--- config.mk ---
export PLATFORM = sky130hd
export DESIGN_NAME = psri_ctrl
export DESIGN_NICKNAME = d
export VERILOG_FILES = /design/src/inc/psri_pkg.sv /design/src/rtl/psri_ctrl.sv
export SDC_FILE = /design/constraint.sdc
export NUM_CORES = 1
export LEC_CHECK = 0
export ABC_AREA = 1
export BUFFER_PORTS_ARGS = -buffer_cell sky130_fd_sc_hd__buf_4
export CORE_ASPECT_RATIO = 0.9
export CORE_UTILIZATION = 58
export DETAILED_ROUTE_END_ITERATION = 12
export PLACE_DENSITY = 0.88
export SLEW_MARGIN = 20
export SYNTH_ARGS = -nofsm -noshare
export SYNTH_HDL_FRONTEND = slang
export SYNTH_SLANG_ARGS = --single-unit
export TNS_END_PERCENT = 20
--- constraint.sdc ---
create_clock -name core_clk_i -period 2.7 [get_ports core_clk_i]
set_clock_uncertainty 0.05 [all_clocks]
set_input_delay 0.54 -clock core_clk_i [delete_from_list [all_inputs] [get_ports core_clk_i]]
set_output_delay 0.54 -clock core_clk_i [all_outputs]
set_load 0.005 [all_outputs]
--- src/inc/psri_pkg.sv ---
// Purpose: constants and types for the pseudo-static ram host controller
// Assumes: 40 MHz core clock, slowest speed grade timing by default
// Notes: times are kept in ns; cycle counts derive from them
package psri_pkg;
   localparam int unsigned PSRI_CLK_MHZ = 40;
   localparam int unsigned PSRI_ADDR_W = 19;
   localparam int unsigned PSRI_DATA_W = 8;
   localparam int unsigned PSRI_ROW_W = 11;
   localparam int unsigned PSRI_ROWS = 2048;
   // slowest grade figures, so any grade of part is served
   localparam int unsigned PSRI_T_CE_MIN_NS = 100;
   localparam int unsigned PSRI_T_CE_MAX_NS = 10000;
   localparam int unsigned PSRI_T_P_NS = 50;
   localparam int unsigned PSRI_T_RC_NS = 160;
   localparam int unsigned PSRI_T_RMW_NS = 220;
   localparam int unsigned PSRI_T_WP_NS = 30;
   localparam int unsigned PSRI_T_FC_NS = 160;
   localparam int unsigned PSRI_T_RFD_NS = 50;
   localparam int unsigned PSRI_T_FAP_MIN_NS = 30;
   localparam int unsigned PSRI_T_FAP_MAX_NS = 8000;
   localparam int unsigned PSRI_T_FP_NS = 30;
   localparam int unsigned PSRI_T_FRS_NS = 190;
   localparam int unsigned PSRI_T_PAUSE_NS = 100000;
   localparam int unsigned PSRI_T_REF_NS = 32000000;

   function automatic int unsigned psri_cyc_min(input int unsigned ns);
      int unsigned c;
      c = (ns * PSRI_CLK_MHZ + 999) / 1000;
      return (c < 1) ? 1 : c;
   endfunction : psri_cyc_min

   function automatic int unsigned psri_cyc_max(input int unsigned ns);
      int unsigned c;
      c = (ns * PSRI_CLK_MHZ) / 1000;
      return (c < 1) ? 1 : c;
   endfunction : psri_cyc_max

   localparam int unsigned PSRI_CE_LOW_CYC = psri_cyc_min(PSRI_T_CE_MIN_NS);
   localparam int unsigned PSRI_CE_HIGH_CYC = psri_cyc_min(PSRI_T_P_NS);
   localparam int unsigned PSRI_RC_CYC = psri_cyc_min(PSRI_T_RC_NS);
   localparam int unsigned PSRI_RMW_CYC = psri_cyc_min(PSRI_T_RMW_NS);
   localparam int unsigned PSRI_WP_CYC = psri_cyc_min(PSRI_T_WP_NS);
   localparam int unsigned PSRI_FC_CYC = psri_cyc_min(PSRI_T_FC_NS);
   localparam int unsigned PSRI_RFD_CYC = psri_cyc_min(PSRI_T_RFD_NS);
   localparam int unsigned PSRI_FAP_CYC = psri_cyc_min(PSRI_T_FAP_MIN_NS);
   localparam int unsigned PSRI_FP_CYC = psri_cyc_min(PSRI_T_FP_NS);
   localparam int unsigned PSRI_FRS_CYC = psri_cyc_min(PSRI_T_FRS_NS);
   localparam int unsigned PSRI_SELF_CYC = psri_cyc_min(PSRI_T_FAP_MAX_NS);
   localparam int unsigned PSRI_PAUSE_CYC = psri_cyc_min(PSRI_T_PAUSE_NS);
   // refresh interval: 2048 refreshes per period, rounded down
   localparam int unsigned PSRI_REF_INT_CYC =
      psri_cyc_max(PSRI_T_REF_NS / PSRI_ROWS);

   typedef enum logic [1:0] {
      PSRI_OP_READ,
      PSRI_OP_WRITE,
      PSRI_OP_RMW
   } psri_op_type;

   typedef struct packed {
      psri_op_type op;
      logic [PSRI_ADDR_W-1:0] addr;
      logic [PSRI_DATA_W-1:0] wdata;
   } psri_req_type;

   typedef struct packed {
      logic ce_n;
      logic output_enable_or_refresh_n;
      logic rw_n;
      logic [PSRI_ADDR_W-1:0] addr_bus;
      logic [PSRI_DATA_W-1:0] data_out;
      logic data_oe_n;
   } psri_pins_type;
endpackage : psri_pkg

--- src/rtl/psri_ctrl.sv ---
// Purpose: host-side controller driving a 512k x 8 pseudo-static ram
// Assumes: pins and user inputs synchronous to core_clk_i
// Notes: auto refresh keeps the part alive; sleep_i enters self refresh
`timescale 1ns/10ps
// Function
// memory holds 524288 bytes, 19-bit address
// address captured at chip enable fall
// write data latched at first rising edge
// chip enable and output enable low reads
// outputs float unless reading
// chip-enable-only refresh uses latched row
// refresh pin low alone refreshes internally
// both high means standby
// device counter and timer serve refresh
// short refresh pulse gives one auto refresh
// refresh pulse past 8000 ns self refreshes
// refresh pin high 30 ns between pulses
// auto refreshes at least t_fc apart
// wait after chip enable rise before refresh
// chip enable high after self refresh
// 2048 refreshes every 32 ms
// chip-enable-only refresh steps eleven row bits
// chip enable low pulse width bounds
// chip enable precharge between accesses
// access cycles at least t_rc apart
// read-modify-write cycle at least t_rmw
// write pulse width and lead to rise
// 100 us pause after power-up
// device row counter advances per auto refresh
module psri_ctrl
   import psri_pkg::*;
#(
   parameter int unsigned PAUSE_CYC = PSRI_PAUSE_CYC,
   parameter int unsigned SELF_CYC = PSRI_SELF_CYC,
   parameter int unsigned REF_INT_CYC = PSRI_REF_INT_CYC
) (
   input wire logic core_clk_i,
   input wire logic resetn_i,
   input wire logic clk_en_i,
   input wire psri_req_type req_i,
   input wire logic req_valid_i,
   output logic req_ready_o,
   input wire logic sleep_i,
   output logic rdata_valid_o,
   output logic [PSRI_DATA_W-1:0] rdata_o,
   output logic in_self_refresh_o,
   output logic ce_n_o,
   output logic output_enable_or_refresh_n_o,
   output logic rw_n_o,
   output logic [PSRI_ADDR_W-1:0] addr_bus_o,
   output logic [PSRI_DATA_W-1:0] data_pins_o,
   output logic data_pins_oe_n_o,
   input wire logic [PSRI_DATA_W-1:0] data_pins_i
);
   typedef enum logic [3:0] {
      PSRI_S_PAUSE, PSRI_S_IDLE, PSRI_S_ACC, PSRI_S_PRE, PSRI_S_RFD,
      PSRI_S_REFRESH_REQUEST_N, PSRI_S_FP, PSRI_S_SELF, PSRI_S_FRS
   } psri_state_type;

   localparam int CW = 18;
   psri_state_type state_r;
   logic [CW-1:0] tmr_r;
   logic [CW-1:0] cyc_r;
   logic [CW-1:0] ref_r;
   logic [4:0] owed_r;
   psri_req_type cur_r;
   logic wr_phase_r;

   function automatic logic [CW-1:0] c(input int unsigned v);
      return v[CW-1:0];
   endfunction : c

   wire logic ref_due = (owed_r != 5'h00);
   wire logic ref_tick = (ref_r >= c(REF_INT_CYC - 1));
   wire logic ref_paid = (state_r == PSRI_S_REFRESH_REQUEST_N) && (tmr_r == c(1));
   // an access may start only from idle, with no refresh owed and no sleep request
   wire logic acc_ok = (state_r == PSRI_S_IDLE) && !ref_due && !sleep_i;
   assign req_ready_o = acc_ok;
   assign in_self_refresh_o = (state_r == PSRI_S_SELF);

   // refresh interval counter, free running outside reset while clk_en_i is high
   always_ff @(posedge core_clk_i or negedge resetn_i) begin
      if (!resetn_i) begin
         ref_r <= '0;
      end else if (clk_en_i) begin
         ref_r <= ref_tick ? '0 : ref_r + c(1);
      end
   end

   // refresh debt: one owed per interval, paid by each auto refresh
   always_ff @(posedge core_clk_i or negedge resetn_i) begin
      if (!resetn_i) begin
         owed_r <= 5'h00;
      end else if (clk_en_i) begin
         // self refresh keeps data on its own, so debt is dropped
         if (state_r == PSRI_S_SELF)
            owed_r <= 5'h00;
         else if (ref_tick && !ref_paid && owed_r != 5'h1f)
            owed_r <= owed_r + 5'h01;
         else if (!ref_tick && ref_paid)
            owed_r <= owed_r - 5'h01;
      end
   end

   // cycle-start spacing counter for t_rc / t_rmw / t_fc
   always_ff @(posedge core_clk_i or negedge resetn_i) begin
      if (!resetn_i) begin
         cyc_r <= '0;
      end else if (clk_en_i) begin
         if (state_r == PSRI_S_IDLE && req_valid_i && acc_ok) begin

            cyc_r <= (req_i.op == PSRI_OP_RMW) ? c(PSRI_RMW_CYC)
                                               : c(PSRI_RC_CYC);
         end else if (state_r == PSRI_S_RFD && tmr_r == c(1)) begin
            cyc_r <= c(PSRI_FC_CYC);
         end else if (cyc_r != '0) begin
            cyc_r <= cyc_r - c(1);
         end
      end
   end

   always_ff @(posedge core_clk_i or negedge resetn_i) begin
      if (!resetn_i) begin
         state_r <= PSRI_S_PAUSE;
         tmr_r <= '0;
         cur_r <= '0;
         wr_phase_r <= 1'b0;
      end else if (clk_en_i) begin
         if (tmr_r != '0)
            tmr_r <= tmr_r - c(1);
         case (state_r)
            PSRI_S_PAUSE: begin
               // chip enable held high through the power-up pause
               if (tmr_r == '0 && wr_phase_r) begin
                  state_r <= PSRI_S_IDLE;
                  wr_phase_r <= 1'b0;
               end else if (!wr_phase_r) begin
                  tmr_r <= c(PAUSE_CYC);
                  wr_phase_r <= 1'b1;
               end
            end
            PSRI_S_IDLE: begin
               if (ref_due && cyc_r == '0) begin
                  state_r <= PSRI_S_REFRESH_REQUEST_N;
                  tmr_r <= c(PSRI_FAP_CYC);
               end else if (sleep_i && !ref_due && cyc_r == '0) begin
                  state_r <= PSRI_S_SELF;
                  tmr_r <= c(SELF_CYC);
               end else if (req_valid_i && acc_ok) begin
                  state_r <= PSRI_S_ACC;
                  cur_r <= req_i;
                  wr_phase_r <= 1'b0;
                  tmr_r <= c(PSRI_CE_LOW_CYC);
               end
            end
            PSRI_S_ACC: begin
               // rmw: read for t_ce, then a t_wp strobe before ce rises
               if (tmr_r == c(1)) begin
                  if (cur_r.op == PSRI_OP_RMW && !wr_phase_r) begin
                     wr_phase_r <= 1'b1;
                     tmr_r <= c(PSRI_WP_CYC);
                  end else begin
                     state_r <= PSRI_S_PRE;
                     tmr_r <= c(PSRI_RFD_CYC);
                  end
               end
            end
            PSRI_S_PRE: begin
               if (tmr_r <= c(1))
                  state_r <= PSRI_S_IDLE;
            end
            PSRI_S_REFRESH_REQUEST_N: begin
               if (tmr_r == c(1)) begin
                  state_r <= PSRI_S_FP;
                  tmr_r <= c(PSRI_FP_CYC);
               end
            end
            PSRI_S_FP: begin
               if (tmr_r <= c(1)) begin
                  state_r <= PSRI_S_RFD;
                  tmr_r <= c(1);
               end
            end
            PSRI_S_RFD: begin
               // one-cycle hop that restarts t_fc spacing
               state_r <= PSRI_S_IDLE;
            end
            PSRI_S_SELF: begin
               // pulse must outlast 8000 ns even if sleep drops early
               if (!sleep_i && tmr_r == '0) begin
                  state_r <= PSRI_S_FRS;
                  tmr_r <= c(PSRI_FRS_CYC);
               end
            end
            PSRI_S_FRS: begin
               if (tmr_r <= c(1))
                  state_r <= PSRI_S_IDLE;
            end
            default: state_r <= PSRI_S_IDLE;
         endcase
      end
   end

   // next pin levels; each pin flop below takes its own share
   logic acc_nxt;
   logic wr_nxt;
   logic rf_nxt;
   logic start_refresh_request_n;
   logic start_self;

   // refresh starts wait out the spacing left by the last cycle
   assign start_refresh_request_n = (state_r == PSRI_S_IDLE) && ref_due && (cyc_r == '0);
   assign start_self = (state_r == PSRI_S_IDLE) && sleep_i && !ref_due &&
                       (cyc_r == '0);

   always_comb begin
      acc_nxt = 1'b0;
      wr_nxt = 1'b0;
      rf_nxt = 1'b0;
      case (state_r)
         PSRI_S_IDLE: begin
            acc_nxt = !ref_due && !sleep_i && req_valid_i;
            wr_nxt = (req_i.op == PSRI_OP_WRITE);
            // auto and self refresh only, rows come from the ram's counter
            rf_nxt = start_refresh_request_n || start_self;
         end
         PSRI_S_ACC: begin
            acc_nxt = !(tmr_r == c(1) &&
                        !(cur_r.op == PSRI_OP_RMW && !wr_phase_r));
            // write strobe low the whole pulse, or the rmw tail only
            wr_nxt = (cur_r.op == PSRI_OP_WRITE) ||
                     (cur_r.op == PSRI_OP_RMW &&
                      (wr_phase_r || tmr_r == c(1)));
         end
         PSRI_S_REFRESH_REQUEST_N: rf_nxt = (tmr_r != c(1));
         PSRI_S_SELF: rf_nxt = !(!sleep_i && tmr_r == '0);
         default: rf_nxt = 1'b0;
      endcase
   end

   // pins come from flops so the ram never sees a glitch
   always_ff @(posedge core_clk_i or negedge resetn_i) begin
      if (!resetn_i) begin
         ce_n_o <= 1'b1;
         rw_n_o <= 1'b1;
      end else if (clk_en_i) begin
         // strobe and enable rise on one edge; data latches there
         ce_n_o <= !acc_nxt;
         rw_n_o <= !(acc_nxt && wr_nxt);
      end
   end

   // read enable and refresh share one pin; writes leave it high
   always_ff @(posedge core_clk_i or negedge resetn_i) begin
      if (!resetn_i) begin
         output_enable_or_refresh_n_o <= 1'b1;
      end else if (clk_en_i) begin
         output_enable_or_refresh_n_o <=
            !((acc_nxt && !wr_nxt) || rf_nxt);
      end
   end

   // address and write data set up together with the enable fall
   always_ff @(posedge core_clk_i or negedge resetn_i) begin
      if (!resetn_i) begin
         addr_bus_o <= '0;
         data_pins_o <= '0;
      end else if (clk_en_i) begin
         if (state_r == PSRI_S_IDLE && acc_nxt) begin
            addr_bus_o <= req_i.addr;
            data_pins_o <= req_i.wdata;
         end else if (state_r == PSRI_S_ACC) begin
            data_pins_o <= cur_r.wdata;
         end
      end
   end

   // data pins driven only while the strobe is low
   always_ff @(posedge core_clk_i or negedge resetn_i) begin
      if (!resetn_i) begin
         data_pins_oe_n_o <= 1'b1;
      end else if (clk_en_i) begin
         data_pins_oe_n_o <= !(acc_nxt && wr_nxt);
      end
   end

   // read data sampled in the last cycle of the read phase
   always_ff @(posedge core_clk_i or negedge resetn_i) begin
      if (!resetn_i) begin
         rdata_o <= '0;
         rdata_valid_o <= 1'b0;
      end else if (clk_en_i) begin
         rdata_valid_o <= 1'b0;
         if (state_r == PSRI_S_ACC && tmr_r == c(1) && !wr_phase_r &&
             cur_r.op != PSRI_OP_WRITE) begin
            rdata_o <= data_pins_i;
            rdata_valid_o <= 1'b1;
         end
      end
   end
endmodule : psri_ctrl

==> flow_summary.json <==
{
  "worst_skew_pair.late_latency_ns": 0.42,
  "dieArea_um2": 11280,
  "die-height_um": 100.9,
  "final-setup-viol-count": 0,
  "crit_path_start_kind": "flip-flop",
  "endpoint_kind": "flip-flop",
  "status": "finished with violations",
  "critPathRequiredTime_ns": 2.96,
  "synth_edf_count": 0,
  "cts_resized": 0,
  "switching_share_pct": 32.34,
  "timing.fmax_mhz": 390.5,
  "sequentialPowerShare_pct": 38.8,
  "path_clk_slew_ns": 0.05,
  "violations": "DRC",
  "min_period_ns": 2.561,
  "area_delta_synth_final_pct": 20.78,
  "nets": 891,
  "synth_most_common_cell": "nand2_1",
  "yosysUniqueCellTypes": 44,
  "slew_headroom_pct": 59.95,
  "synth_area_leader_cell": "dfrtp_1",
  "finalCritPeriodShare_pct": 94.85,
  "maxCapViolCount": 0,
  "clock-root-buffer": "clkbuf_16",
  "synth_top_area_share_pct": 43.71,
  "place_area_um2": 7012,
  "drt-total-wl_mm": 16.03,
  "pwr-share-clk_pct": 39.8,
  "synth.avg_cell_area_um2": 8.385,
  "drtAntennaViolNets": 0,
  "setup_tns_ns": 0,
  "num_rows": 35,
  "crit_path_max_fanout": 9,
  "synth_common_cells": "nand2_1 (168), dfrtp_1 (110), nor2_1 (96), inv_1 (78), nand3_1 (54)",
  "intPower_uw": 3798,
  "ys_seq_area_share_pct": 44.96,
  "drv_slew": 0,
  "grt_pass1_vias": 5518,
  "vias": 5543,
  "path_class": "flip-flop to flip-flop",
  "routed_via_density": 5.645,
  "postCtsSetupRepairBufs": 0,
  "final_area_um2": 7606,
  "firstDrtPassIters": 12,
  "dp_hpwl_mm": 10.81,
  "drive_gt1_share_pct": 21.57,
  "p_sw_uw": 1816,
  "ys_ff_latch": 113,
  "cts_tree": "done",
  "ios": 84,
  "antenna_found_initial": 0,
  "cts.sinks": 113,
  "synthArstFlopShare_pct": 100.0,
  "power_density_nw_per_um2": 738.0,
  "syn_nets": 802,
  "port_buffers": 83,
  "overflow": 0,
  "grt_pass1_wl_mm": 26.00,
  "syn_inst": 751,
  "diodes": 0,
  "ys.flop_type": "dfrtp_1",
  "holdCritPathClass": "input pin to async pin",
  "clk_path_buf_depth": 2,
  "drc": 7,
  "grt_max_degree": 114,
  "drtIter0Drc": 629,
  "synthTopCellsByArea": "dfrtp_1 (44%), nand2_1 (10%), mux2_4 (6.4%)",
  "synth_area_um2": 6297,
  "gp_congestion": 0.9312,
  "holdBufCountCts": 0,
  "numCtsBuffers": 17,
  "grt.total_usage_pct": 29.71,
  "start_util_pct": 60.68,
  "die_w_um": 111.8,
  "vdd_drop_max_mv": 0.5761,
  "core-area_um2": 10380,
  "ys_warn_count": 0,
  "hold_viol": 0,
  "drt-wirelength-per-cell_um": 16.32,
  "worst_pin_slew_ns": 0.6007,
  "leakage_uw": 0.003959,
  "pwr-share-comb_pct": 21.4,
  "arrival_ns": 2.82,
  "cts.htree.levels": 4
}
registers in the layout, indices dropped and copies added, names as in the netlist:
signal and count:
addr_bus_o 19, rdata_o 8, wr_phase_r 1, state_r 4, owed_r 5, tmr_r 18
cyc_r 18, cur_r 10, output_enable_or_refresh_n_o 1, data_pins_oe_n_o 1, rdata_valid_o 1, ref_r 18
ce_n_o 1, data_pins_o 8
final timing paths:
path,start,endpoint,slack [ns],cells past startpoint
min,resetn_i,rdata_o[2],0.14,2
min in group core_clk_i,data_pins_i[2],rdata_o[2],0.28,2
max,tmr_r[0],owed_r[4],0.14,15
max in group asynchronous,resetn_i,tmr_r[4],2.00,2
min reg2reg,rdata_valid_o,rdata_valid_o,0.44,2
max reg2reg,tmr_r[0],owed_r[4],0.14,15
layer usage:
metal	share of wire [%]	track usage [%]	routed length [um]	vias up
met5	0	0	0	-
met4	2.1	11.75	333	0
met3	7.0	7.998	1123	50
met2	51	51.22	8215	241
met1	40	35.67	6353	2626
li1	-	-	-	2626
cell families (layout without fill, tap and decap cells):
kind of cell             Yosys count  in the layout  synth area share [%]
buffers and inverters            100            202                 6.775
multiplexers                      35             35                 7.868
AO/OA/AOI/OAI                     88             88                 7.590
XOR/XNOR                          25             25                 3.477
flip-flops                       113            113                 44.96
AND/OR/NAND/NOR                  381            381                 27.42
adder cells (fa/ha/maj)            9              9                 1.907
power groups by stage:
stage	Clock (uW)	Combinational [uW]	Sequential (uW)
floorplan	0	871	2130
global placement	0	1080	2160
detailed placement	0	1140	2180
CTS	2240	1190	2170
global route	2320	1370	2200
finish	2230	1200	2180
placed cells by master (no fill, tap or decap), drive strengths merged:
cell type,netlist,layout
dfstp,3,3
fa,1,1
a22oi,1,1
clkbuf,5,20
ha,8,8
a31oi,11,11
nand2,179,179
and3,2,2
o21ai,39,39
o31ai,1,1
nand3,57,57
nor3b,1,1
nor3,17,17
a211oi,1,1
o311ai,1,1
or2,1,1
nand4,16,16
mux2,35,35
nand3b,1,1
buf,12,87
o211ai,3,3
xnor2,4,4
a21oi,29,29
xor2,21,21
a21boi,2,2
dfrtp,110,110
inv,81,82
bufinv,0,2
clkinvlp,0,3
clkinv,2,8
nor2,107,107
critical path, cell delays in order (launching register included):
cell and delay, ns:
dfrtp_1 0.45, ha_1 0.25, nand3_1 0.10, nor2_2 0.05
nand2_4 0.12, clkinv_2 0.13, nand2_1 0.13, nand3_2 0.16
fa_1 0.44, nand2_1 0.08, nand2_1 0.05, a21oi_1 0.16
nand3b_1 0.13, nand2_1 0.06, nand2_1 0.05, nand2_1 0.04
metrics by stage:
step / power [uW] / instances / hold WS [ns] / setup WS, ns / utilization [%]
floorplan: 2998 / 751 / 0.1944 / 0.3925 / -
global placement: 3240 / 950 / 0.4094 / 0.2255 / 67.56
detailed placement: 3322 / 950 / 0.4216 / 0.1148 / 67.56
CTS: 5600 / 982 / 0.1765 / 0.09071 / 73.24
global route: 5888 / 982 / 0.1863 / -0.04678 / 73.29
finish: 5614 / 982 / 0.1356 / 0.1390 / 73.29
area by class of cell:
class,count,area (um^2)
sequential,113,2831
tap,129,161.4
clock buffer,20,456.7
clock inverter,12,132.6
multi-input combinational,538,3044
timing repair buffer,87,665.6
inverter,83,314.1
fill,729,2773
Note: power is estimated with default switching activity, not from simulation.
